==> config.mk <==
export PLATFORM = sky130hd
export DESIGN_NAME = bsr_tap_top
export DESIGN_NICKNAME = d
export VERILOG_FILES = /design/src/bsr_tap_fsm.v /design/src/bsr_scan_cell.v /design/src/bsr_tap_top.v
export VERILOG_INCLUDE_DIRS = /design/src
export SDC_FILE = /design/constraint.sdc
export NUM_CORES = 1
export LEC_CHECK = 0
export BUFFER_PORTS_ARGS = -buffer_cell sky130_fd_sc_hd__buf_2
export CAP_MARGIN = 5
export CORE_AREA = 3 3 254 256
export DETAILED_ROUTE_END_ITERATION = 10
export DIE_AREA = 0 0 257 259
export GPL_TIMING_DRIVEN = 0
export PLACE_DENSITY = 0.64
export SETUP_SLACK_MARGIN = 0.2
export SYNTH_ARGS = -nofsm -noshare
export SYNTH_HDL_FRONTEND = slang
export SYNTH_SLANG_ARGS = --single-unit
export TNS_END_PERCENT = 30
==> constraint.sdc <==
create_clock -name clk -period 2.1 [get_ports clk]
set_input_delay 0.42 -clock clk [delete_from_list [all_inputs] [get_ports clk]]
set_output_delay 0.42 -clock clk [all_outputs]
set_load 0.03 [all_outputs]
==> src/bsr_defs.vh <==
// Constants for the boundary-scan register and its test controller
`ifndef BSR_DEFS_VH
`define BSR_DEFS_VH
`define BSR_CHAIN_LEN 107
`define BSR_CTRL_MASK 107'h0800_2000_1000_8000_0204_0000
`define BSR_IR_LEN 5
`define BSR_OP_EXTEST 5'h00
`define BSR_OP_SAMPLE 5'h01
`define BSR_OP_INTSCAN 5'h02
`define BSR_OP_CLAMP 5'h04
`define BSR_OP_BYPASS 5'h1F
`define BSR_IR_CAPTURE 5'h0D
`define BSR_RESET_CTL 1'h0
`endif

==> src/bsr_tap_fsm.v <==
// Test controller state machine, stepped on detected test clock rising edges
`timescale 1ns/100ps
module bsr_tap_fsm (
   input wire clk,
   input wire rst,
   input wire tckRise,
   input wire tmsLevel,
   output wire inReset,
   output wire capDr,
   output wire shDr,
   output wire updDr,
   output wire capIr,
   output wire shIr,
   output wire updIr
);
   localparam RESET = 16'h0001;
   localparam IDLE = 16'h0002;
   localparam SELDR = 16'h0004;
   localparam CAPDR = 16'h0008;
   localparam SHDR = 16'h0010;
   localparam EX1DR = 16'h0020;
   localparam PSDR = 16'h0040;
   localparam EX2DR = 16'h0080;
   localparam UPDR = 16'h0100;
   localparam SELIR = 16'h0200;
   localparam CAPIR = 16'h0400;
   localparam SHIR = 16'h0800;
   localparam EX1IR = 16'h1000;
   localparam PSIR = 16'h2000;
   localparam EX2IR = 16'h4000;
   localparam UPIR = 16'h8000;

   reg [15:0] state;
   reg [15:0] next_state;

   // Five rising edges with TMS high reach RESET from any state
   always @*
   begin
      case (state)
         RESET: next_state = tmsLevel ? RESET : IDLE;
         IDLE: next_state = tmsLevel ? SELDR : IDLE;
         SELDR: next_state = tmsLevel ? SELIR : CAPDR;
         CAPDR: next_state = tmsLevel ? EX1DR : SHDR;
         SHDR: next_state = tmsLevel ? EX1DR : SHDR;
         EX1DR: next_state = tmsLevel ? UPDR : PSDR;
         PSDR: next_state = tmsLevel ? EX2DR : PSDR;
         EX2DR: next_state = tmsLevel ? UPDR : SHDR;
         UPDR: next_state = tmsLevel ? SELDR : IDLE;
         SELIR: next_state = tmsLevel ? RESET : CAPIR;
         CAPIR: next_state = tmsLevel ? EX1IR : SHIR;
         SHIR: next_state = tmsLevel ? EX1IR : SHIR;
         EX1IR: next_state = tmsLevel ? UPIR : PSIR;
         PSIR: next_state = tmsLevel ? EX2IR : PSIR;
         EX2IR: next_state = tmsLevel ? UPIR : SHIR;
         UPIR: next_state = tmsLevel ? SELDR : IDLE;
         default: next_state = RESET;
      endcase
   end

   always @(posedge clk)
   begin
      if (rst)
         state <= RESET;
      else if (tckRise)
         state <= next_state;
   end

   assign inReset = state[0];
   assign capDr = state[3];
   assign shDr = state[4];
   assign updDr = state[8];
   assign capIr = state[10];
   assign shIr = state[11];
   assign updIr = state[15];
endmodule

==> src/bsr_scan_cell.v <==
// One boundary-scan cell: capture/shift master stage and update slave stage
`timescale 1ns/100ps
`include "bsr_defs.vh"
module bsr_scan_cell (
   input wire clk,
   input wire rst,
   input wire capEn,
   input wire shiftEn,
   input wire updEn,
   input wire parIn,
   input wire serIn,
   output reg capQ,
   output reg updQ
);
   always @(posedge clk)
   begin
      if (rst)
      begin
         capQ <= 1'h0;
         updQ <= `BSR_RESET_CTL;
      end
      else
      begin
         if (capEn)
            capQ <= parIn;
         else if (shiftEn)
            capQ <= serIn;
         if (updEn)
            updQ <= capQ;
      end
   end
endmodule

==> src/bsr_tap_top.v <==
// Boundary-scan chain with its test access port, run from the system clock
//
// Contract
// - One cell per pin plus control cells
// - Control cell one enables its pins' outputs
// - No cells for supply or test pins
// - Cells are dedicated master/slave test logic
// - Sample/extest capture pins on TCK rise
// - Shift TDI into chain per TCK rise
// - Slave stages update on TCK fall
// - TDO changes on TCK falling edge
// - Controller steps on TCK rise by TMS
// - Low test reset initialises the controller
// - Five TMS-high clocks reset the controller
// - Fixed chain order, cells 0 to 106
// - TDI feeds MSB, LSB drives TDO
// - Five-bit master/slave instruction register
// - All-zero opcode: chain selected, pins driven
// - All-ones opcode selects one-bit bypass
`timescale 1ns/100ps
`include "bsr_defs.vh"
module bsr_tap_top #(
   parameter LEN = `BSR_CHAIN_LEN,
   parameter [LEN-1:0] CTRL_MASK = `BSR_CTRL_MASK
) (
   input wire clk,
   input wire rst,
   input wire tck,
   input wire tms,
   input wire tdi,
   input wire trstN,
   output reg tdo,
   output reg tdoOe,
   input wire [LEN-1:0] pinIn,
   input wire [LEN-1:0] sysOut,
   input wire [LEN-1:0] sysOe,
   output reg [LEN-1:0] pinOut,
   output reg [LEN-1:0] pinOe,
   output reg [LEN-1:0] coreIn
);
   // Control cell governing a pin: next control above, else last below
   function integer bsr_ctl_of;
      input integer idx;
      integer k;
      begin
         bsr_ctl_of = -1;
         for (k = LEN - 1; k >= idx; k = k - 1)
            if (CTRL_MASK[k])
               bsr_ctl_of = k;
         if (bsr_ctl_of < 0)
            for (k = 0; k < idx; k = k + 1)
               if (CTRL_MASK[k])
                  bsr_ctl_of = k;
         if (bsr_ctl_of < 0)
            bsr_ctl_of = idx;
      end
   endfunction

   // Test pins come from another domain: two flops before any logic
   reg [3:0] syncA;
   reg [3:0] syncB;
   reg tckPrev;
   reg [LEN-1:0] pinSyncA;
   reg [LEN-1:0] pinSyncB;

   always @(posedge clk)
   begin
      if (rst)
      begin
         syncA <= 4'h8;
         syncB <= 4'h8;
         tckPrev <= 1'h0;
      end
      else
      begin
         syncA <= {trstN, tdi, tms, tck};
         syncB <= syncA;
         tckPrev <= syncB[0];
      end
   end

   // Pin levels resync as a bus; a skewed bit settles one clock later
   always @(posedge clk)
   begin
      if (rst)
      begin
         pinSyncA <= {LEN{1'b0}};
         pinSyncB <= {LEN{1'b0}};
      end
      else
      begin
         pinSyncA <= pinIn;
         pinSyncB <= pinSyncA;
      end
   end

   wire tckS;
   wire tmsS;
   wire tdiS;
   wire trstS;
   wire tckRise;
   wire tckFall;
   wire tapRst;

   assign tckS = syncB[0];
   assign tmsS = syncB[1];
   assign tdiS = syncB[2];
   assign trstS = ~syncB[3];
   // Edge detection costs up to three clocks of latency; TCK must be slow
   assign tckRise = tckS & ~tckPrev;
   assign tckFall = ~tckS & tckPrev;
   assign tapRst = rst | trstS;

   // Controller state strobes, one per state the test logic uses
   wire inReset;
   wire capDr;
   wire shDr;
   wire updDr;
   wire capIr;
   wire shIr;
   wire updIr;

   bsr_tap_fsm uFsm (
      .clk(clk),
      .rst(tapRst),
      .tckRise(tckRise),
      .tmsLevel(tmsS),
      .inReset(inReset),
      .capDr(capDr),
      .shDr(shDr),
      .updDr(updDr),
      .capIr(capIr),
      .shIr(shIr),
      .updIr(updIr)
   );

   // Instruction register: shift master, latched slave
   reg [`BSR_IR_LEN-1:0] irShift;
   reg [`BSR_IR_LEN-1:0] irActive;

   // Master half captures the fixed pattern, then shifts toward TDO
   always @(posedge clk)
   begin
      if (tapRst)
         irShift <= `BSR_IR_CAPTURE;
      else if (tckRise && capIr)
         irShift <= `BSR_IR_CAPTURE;
      else if (tckRise && shIr)
         irShift <= {tdiS, irShift[`BSR_IR_LEN-1:1]};
   end

   // Slave half: a half-shifted opcode never reaches the decode
   always @(posedge clk)
   begin
      if (tapRst || inReset)
         irActive <= `BSR_OP_BYPASS;
      else if (tckFall && updIr)
         irActive <= irShift;
   end

   // Unknown opcodes fall back to bypass, the safe choice
   wire opExtest;
   wire opSample;
   wire opIntscan;
   wire opClamp;
   wire bsrSel;
   wire pinOvr;

   assign opExtest = (irActive == `BSR_OP_EXTEST);
   assign opSample = (irActive == `BSR_OP_SAMPLE);
   assign opIntscan = (irActive == `BSR_OP_INTSCAN);
   assign opClamp = (irActive == `BSR_OP_CLAMP);
   assign bsrSel = opExtest | opSample | opIntscan;
   // Clamp freezes the pins yet keeps the short bypass path for shifting
   assign pinOvr = opExtest | opClamp;

   reg bypassBit;
   reg next_bypass;

   always @*
   begin
      next_bypass = bypassBit;
      if (tckRise && capDr && !bsrSel)
         next_bypass = 1'h0;
      else if (tckRise && shDr && !bsrSel)
         next_bypass = tdiS;
   end

   always @(posedge clk)
   begin
      if (tapRst)
         bypassBit <= 1'h0;
      else
         bypassBit <= next_bypass;
   end

   // Chain strobes
   wire cellCap;
   wire cellShift;
   wire cellUpd;

   assign cellCap = tckRise & capDr & bsrSel;
   assign cellShift = tckRise & shDr & bsrSel;
   assign cellUpd = tckFall & updDr & bsrSel;
   wire [LEN-1:0] capQ;
   wire [LEN-1:0] updQ;

   // Chain holds the functional pins and the control cells, cell 0 nearest TDO
   genvar i;
   generate
      for (i = 0; i < LEN; i = i + 1)
      begin : gCell
         localparam integer CI = bsr_ctl_of(i);
         wire parIn = CTRL_MASK[i] ? sysOe[i] : pinSyncB[i];
         wire serIn;
         if (i == LEN - 1)
         begin : gTop
            assign serIn = tdiS;
         end
         else
         begin : gMid
            assign serIn = capQ[i+1];
         end

         // Slaves keep their data through a controller reset; test reset clears them
         bsr_scan_cell uCell (
            .clk(clk),
            .rst(tapRst),
            .capEn(cellCap),
            .shiftEn(cellShift),
            .updEn(cellUpd),
            .parIn(parIn),
            .serIn(serIn),
            .capQ(capQ[i]),
            .updQ(updQ[i])
         );

         // Registered pin drive; control cells drive no pin
         always @(posedge clk)
         begin
            if (rst || CTRL_MASK[i])
               pinOut[i] <= 1'h0;
            else
               pinOut[i] <= pinOvr ? updQ[i] : sysOut[i];
         end

         always @(posedge clk)
         begin
            if (rst || CTRL_MASK[i])
               pinOe[i] <= 1'h0;
            else
               pinOe[i] <= pinOvr ? updQ[CI] : sysOe[CI];
         end

         // Core sees the pins unless internal scan takes over
         always @(posedge clk)
         begin
            if (rst || CTRL_MASK[i])
               coreIn[i] <= 1'h0;
            else
               coreIn[i] <= opIntscan ? updQ[i] : pinSyncB[i];
         end
      end
   endgenerate

   // Serial output leaves on the falling edge, held otherwise
   reg next_tdo;

   always @*
   begin
      next_tdo = tdo;
      if (shIr)
         next_tdo = irShift[0];
      else if (shDr && bsrSel)
         next_tdo = capQ[0];
      else if (shDr)
         next_tdo = bypassBit;
   end

   always @(posedge clk)
   begin
      if (tapRst)
         tdo <= 1'h0;
      else if (tckFall)
         tdo <= next_tdo;
   end

   // Driver enabled only while a shift state owns the output
   always @(posedge clk)
   begin
      if (tapRst)
         tdoOe <= 1'h0;
      else if (tckFall)
         tdoOe <= shIr | shDr;
   end
endmodule

# --- After elaboration in Yosys (flattened, before gate mapping) ---
# Index checks and enable logic that the tools add are counted.
classes:
  mul: 0
  reduce_logical: 19
  shift: 0
  bitwise_logic: 16
  mux: 438
  n_eq_ne: 19
  div: 0
  magnitude_cmp: 0
  addsub: 0
ops:
  columns: ["operator", "count"]
  rows:
  - ["1-bit two-way mux", 425]
  - ["16-bit case mux with 12 select lines", 1]
  - ["16-bit two-way mux", 2]
  - ["9-bit two-way mux", 2]
  - ["16-bit by 1-bit equality test with 1-bit output (second input constant)", 1]
  - ["16-bit by 10-bit equality test with 1-bit output (second input constant)", 1]
  - ["16-bit by 11-bit equality test with 1-bit output (second input constant)", 1]
  - ["16-bit by 12-bit equality test with 1-bit output (second input constant)", 1]
  - ["16-bit by 13-bit equality test with 1-bit output (second input constant)", 1]
  - ["16-bit by 14-bit equality test with 1-bit output (second input constant)", 1]
  - ["16-bit by 15-bit equality test with 1-bit output (second input constant)", 1]
  - ["16-bit equality test (second input constant)", 1]
  - ["16-bit by 2-bit equality test with 1-bit output (second input constant)", 1]
  - ["16-bit by 3-bit equality test with 1-bit output (second input constant)", 1]
  - ["16-bit by 4-bit equality test with 1-bit output (second input constant)", 1]
  - ["16-bit by 5-bit equality test with 1-bit output (second input constant)", 1]
  - ["16-bit by 6-bit equality test with 1-bit output (second input constant)", 1]
  - ["16-bit by 7-bit equality test with 1-bit output (second input constant)", 1]
  - ["16-bit by 8-bit equality test with 1-bit output (second input constant)", 1]
  - ["16-bit by 9-bit equality test with 1-bit output (second input constant)", 1]
  - ["15-bit two-way mux", 1]
  - ["13-bit two-way mux", 1]
  - ["11-bit two-way mux", 1]
  - ["10-bit two-way mux", 1]
  - ["other kinds (19)", 42]
word_totals:
  inputBits: 327
  word_cells: 925
  reg_bits: 674
  ramBits: 0
  mem_count: 0
  latch_bits: 0
  romBits: 0

# --- Depth between registers and ports, before layout ---
depth:
  ltp_word: 6
  depth_mapped: 8
  depth_no_buf: 6

# --- Modules after synthesis ---
# A second synthesis with hierarchy kept.
hier_totals:
  hier_cells: 2534
  hier_area_um2: 24498.5
by_module_without_submodules:
  columns: ["module", "cells_each", "area_each_um2", "instances", "seq_area_each_um2"]
  rows:
  - ["bsr_tap_top", 1538, 14173.6, 1, 8648.3]
  - ["bsr_scan_cell", 8, 86.3, 107, 40.0]
  - ["bsr_tap_fsm", 140, 1087.3, 1, 320.3]

# --- Worst setup path before layout ---
# Ideal clock, no wire load.
synth_path:
  path_kind: "register -> register"
  from: "reg irActive[1]"
  to: "reg gCell[50].uCell.capQ"
  setup_slack_ns: 0.197
  arrival_time_ns: 1.776
  required_time_ns: 1.972
  setup_ns: 0.128
  stages_incl_launch_ff: 8
  period_less_slack_ns: 1.903
  path_cell_list: "dfxtp_1 -> a2111oi_4 -> and2_2 -> o21ai_2 -> buf_6 -> buf_2 -> a222oi_1 -> nor2_1"
synth_via:
  elab_chain_cells: 5
synth_rtl:
  columns: ["element", "line", "source"]
  rows:
  - ["start: declaration", "bsr_tap_top.v:139", "reg [`BSR_IR_LEN-1:0] irActive;"]
  - ["start signal: assignment", "bsr_tap_top.v:156", "irActive <= `BSR_OP_BYPASS;"]
  - ["start signal: assignment", "bsr_tap_top.v:158", "irActive <= irShift;"]
  - ["5-bit by 1-bit equality test with 1-bit output (no line) or 5-bit zero test (tied branches)", null, null]
  - ["1-bit OR", "bsr_tap_top.v:173", "assign bsrSel = opExtest | opSample | opIntscan;"]
  - ["1-bit OR *", "bsr_tap_top.v:173", null]
  - ["1-bit AND (on tied branches)", "bsr_tap_top.v:202, bsr_tap_top.v:203", null]
  - ["1-bit two-way mux or 2-bit nonzero test (tied branches)", null, null]
  - ["end signal: assignment", "bsr_scan_cell.v:25", "capQ <= parIn;"]
  - ["end signal: assignment", "bsr_scan_cell.v:27", "capQ <= serIn;"]
  - ["end: declaration", "bsr_scan_cell.v:12", "output reg capQ,"]
# Mark *: on every way between the ends. The rest lies on a longest branch, timed or not.
# A chain may end at the register's enable or synchronous reset.

# --- Final worst setup path ---
layout_path:
  from: "reg irActive[1]"
  to: "reg gCell[71].uCell.capQ"
layout_via:
  elab_chain_cells: 5
layout_rtl:
  columns: ["element", "line"]
  rows:
  - ["5-bit by 1-bit equality test with 1-bit output (no line) or 5-bit zero test (tied branches)", null]
  - ["1-bit OR", "bsr_tap_top.v:173"]
  - ["1-bit OR *", "bsr_tap_top.v:173"]
  - ["1-bit AND (on tied branches)", "bsr_tap_top.v:202, bsr_tap_top.v:203"]
  - ["1-bit two-way mux or 2-bit nonzero test (tied branches)", null]
  - ["end signal: assignment", "bsr_scan_cell.v:25"]
  - ["end signal: assignment", "bsr_scan_cell.v:27"]
  - ["end: declaration", "bsr_scan_cell.v:12"]
# Marks and branches as above.

==> impl_summary.md <==
Setup path
The highest fanout seen on the critical path is 8. STA classifies the critical path startpoint as a flop. The critical path in this run is classified as reg2reg. Setup slack on the worst reg-to-reg path comes out at 0.02 ns. The arrival time of data at the critical path endpoint is ~2.6 ns. The critical path endpoint category is a flop.

The required time at the endpoint of the critical path is 2.57 ns.

GRT
The initial antenna violation count was 6. In the global route stage, overall resource usage came out at 0.237. The total overflow left after global routing is 0. The number of global-route vias before repair is about 19000.

Entering global routing, the biggest net connects 29 pins. The global-route wire length before repair is roughly 120 mm.

Timing
The tightest hold path in the finished design has a slack of 0.0245 ns. Setup slack on the critical path of the routed design comes to 0.0167 ns. The hold violation count in the final report was 0. The total of endpoints with negative setup slack in the final report is 0.

Counting I/O delays and the setup requirement, the final critical path takes approximately 2.1 ns. The share of the clock period used by the worst path is 0.992. The setup total negative slack is 0 ns. Based on the critical path, the design can be clocked at up to 0.480 GHz. The clock tree skew after final layout is between 0.02 and 0.03 ns. The tightest slew margin relative to the limit is 0.258.

Setup repair after global routing could not meet its margin everywhere. The transition time at the pin with the least slew margin is around 1.1 ns. The number of max-slew violations in the final report is 0.

Power and ir drop
For this design the static power due to leakage is between 10 and 15 nW. Of the total power, the share spent switching nets is 0.236. In this run the power density over the cells is 925 nW/µm². Across the VDD grid, the largest voltage drop is around 0.54 mV.

The internal cell power is ~22 mW. The clock share of power is 0.465. The analysis attributes to net switching a power of approximately 6.7 mW. The share of total power dissipated in combinational logic is 0.073. The share of total power dissipated in sequential elements is 0.462.

Run
The tool flagged a number of max-cap violations equal to 0.

Floorplanning
The region available for standard cell placement spans between 60000 and 70000 µm². The die height is ~260 µm. The initial utilization of the core area, before any placement, comes to 0.361. The x dimension of the die is around 260 µm. The die area is around 67000 µm². The floorplan has between 90 and 100 rows. 650 I/O pins were placed.

Yosys
The main combinational cell family by area after synthesis is simple AND/OR/NAND/NOR gates. In this run, synthesis inferred 0 flip-flops with an integrated enable. The post-synth design cell area is around 23000 µm².

Of the total synthesized cell area, the portion taken by full adders, half adders and majority gates is 0. The xor and xnor fraction of the mapped netlist area is 0.00270. Of the total synthesized cell area, the portion taken by AND, OR, NAND and NOR gates is 0.210.

The share of the synthesized area in the top cell type is 0.584. Synthesis instantiated 50 different standard cells from the library. The share of synthesized flip-flops with an asynchronous set or reset is 0. The most used flip-flop cell after synthesis is dfxtp_1.

The biggest area contributor in the post-synthesis netlist is dfxtp_1. The synthesis warning total is 0. The sequential element share of the synthesized area is 0.584.

The total of flip-flops plus latches after synthesis is 662. After synthesis, the share of cell area in mux cells is 0.000441. After technology mapping, the gate count stands at roughly 2500. The compound-cell area share of the yosys netlist is 0.130. Dividing the synthesized area by the synthesized cell count gives between 8 and 9 µm². By area the synthesized netlist is led by dfxtp_1 (58%), nand2_1 (11%), a21oi_1 (7.4%).

Cells and area
Measured on the finished design, the core utilization comes to 0.487. The signed area change from the synthesized netlist to the final layout is 34.8%. The number of cells in the finished layout apart from fillers is roughly 4100. The layout net count is ~3500.

Of the cells placed in the final design, the portion with a size suffix greater than 1 is 0.288.

Routing
The detailed router's first-iteration violation count is around 2200. For this run, design rule violations remaining after detail routing come to 2. The overall via count from detail_route is approximately 20000. The number of routed nets with antenna violations is 0. The first TritonRoute pass finished after 11 iterations. Dividing the detail-routed via count by the number of cells gives around 5. Dividing the detail-routed wire length by the instance count gives 20.5 µm. The final routed wirelength across all metal layers is around 84 mm.

Placement
After legalization and detailed placement, the total HPWL measured between 50 and 60 mm. The placed instance count is 3903. During placement, the flow inserted port buffers numbering about 520.

Prior to clock tree synthesis, the placed netlist has a worst setup slack of -1.40 ns. At the end of routability-driven placement, the weighted congestion stood at between 0.9 and 1.

Clocking
The TritonCTS sink count is 662. The maximum clock insertion buffer count is 3. In this run the clock root is driven by a clkbuf_16. For the worst-skew pair, the clock arrives at the later sink with an insertion delay of between 0.6 and 0.7 ns.

The clock tree synthesis step divided the H-tree into 3 levels. The number of buffers created by CTS is 70. TritonCTS built the clock tree. The CTS clock-pin slew for the worst setup and hold paths is roughly 0.060 ns.

Status
The checks that failed: design-rule violations. The flow ran to the end, but the final reports show violations.

Min path
The worst hold-check path type is in2reg.
==> final timing paths <==
kind                                   start              endpoint  depth (start not counted)
worst max-delay path             irActive[1]  gCell[71].uCell.capQ                          8
worst min-delay path               pinIn[78]          pinSyncA[78]                          2
worst max register to register   irActive[1]  gCell[71].uCell.capQ                          8
worst min register to register  pinSyncA[94]          pinSyncB[94]                          1
==> timing repair <==
action / 4_1_cts / 5_1_grt
gates cloned: 1 / 7
setup buffers: 13 / 9
resized for setup: 123 / 260
hold buffers: 38 / 0
pin swaps: 12 / 24
endpoints found under the setup margin: 526 / 452
endpoints found under the hold margin: 38 / 0
==> cells by family (layout without fill, tap and decap cells) <==
logic type,after synthesis,after routing
simple gates,1075,1075
flops,662,662
compound gates,469,469
buf+inv,306,1022
xor+xnor,7,7
other cells,1,23
mux,1,1
==> layout make-up <==
type	instances	area (µm²)
Clock inverter	24	309
Buffer	306	2180
Multi-Input combinational cell	1570	8000
Fill cell	5950	32200
Tap cell	846	1060
Sequential cell	662	13300
Timing Repair Buffer	587	3540
Antenna cell	5	12.5
Clock buffer	105	2170
==> metal layers <==
layer  global-route usage  routed length [µm]  vias up
met4               0.0970                3090        4
met1                0.312               34900     9516
met3               0.0496                7490      180
met5                    0                  34        -
met2                0.381               38800      968
li1                     -                   -     9643
==> layout by cell type (no fill, tap or decap), types with 4 or more instances in the layout <==
cell type / instances
clkbuf_1: 81
clkbuf_4: 12
a21oi_1: 329
a222oi_1: 106
buf_2: 507
nor3_1: 5
buf_12: 11
nand4b_1: 4
xor2_1: 5
dfxtp_4: 6
nor4_4: 5
nand4_1: 7
nand3_1: 18
clkbuf_8: 21
dlygate4sd3_1: 38
nand2_1: 658
buf_6: 60
buf_8: 12
nor2_1: 134
dfxtp_1: 651
o21ai_0: 9
clkbuf_16: 81
buf_4: 117
nand2b_1: 4
bufinv_16: 6
nor2b_1: 212
clkinv_2: 11
diode_2: 5
clkbuf_2: 54
dfxtp_2: 5
conb_1: 18
==> critical path, cell delays in order (launching register included) <==
cell,delay [ns]
dfxtp_4,0.35
a2111oi_4,0.34
buf_4,0.21
and2_4,0.18
o21ai_4,0.13
buf_12,0.21
clkbuf_16,0.16
a222oi_1,0.30
nor2_1,0.07
==> synth_stat cells (4+ instances only) <==
| cell | n |
|---|---|
| a21oi_1 | 333 |
| a222oi_1 | 106 |
| a22oi_1 | 4 |
| buf_1 | 5 |
| buf_2 | 20 |
| buf_4 | 117 |
| buf_6 | 5 |
| clkbuf_1 | 159 |
| dfxtp_1 | 662 |
| nand2_1 | 658 |
| nand2b_1 | 4 |
| nand3_1 | 19 |
| nand4_1 | 7 |
| nand4b_1 | 4 |
| nor2_1 | 135 |
| nor2b_1 | 212 |
| nor3_1 | 7 |
| nor4_1 | 8 |
| o21ai_0 | 10 |
| xor2_1 | 5 |
==> power by group through the flow <==
stage | sequential, mW | combinational [mW] | clock, mW
6_report | 13.1 | 2.06 | 13.2
5_1_grt | 13.1 | 2.19 | 13.9
4_1_cts | 13.1 | 2.00 | 13.3
3_5_place_dp | 13.3 | 1.93 | 0
3_3_place_gp | 13.3 | 1.92 | 0
2_1_floorplan | 13.6 | 0.868 | 0
==> flip-flops by register name, summed over array words and instances (netlist names), 4 cells and up <==
| signal | cells |
|---|---|
| pinSyncB | 101 |
| gCell.uCell.capQ | 107 |
| irShift | 5 |
| gCell.uCell.updQ | 107 |
| syncA | 4 |
| uFsm.state | 16 |
| coreIn | 101 |
| irActive | 5 |
| pinSyncA | 101 |
| pinOe | 6 |
| syncB | 4 |
| pinOut | 101 |
==> through the flow <==
stage	power, mW	area (µm²)
global placement	15.3	26400
global route	29.1	30600
detailed placement	15.3	26400
floorplan	14.5	22700
finish	28.3	30600
CTS	28.4	29700
Note: power is estimated with default switching activity, not from simulation.
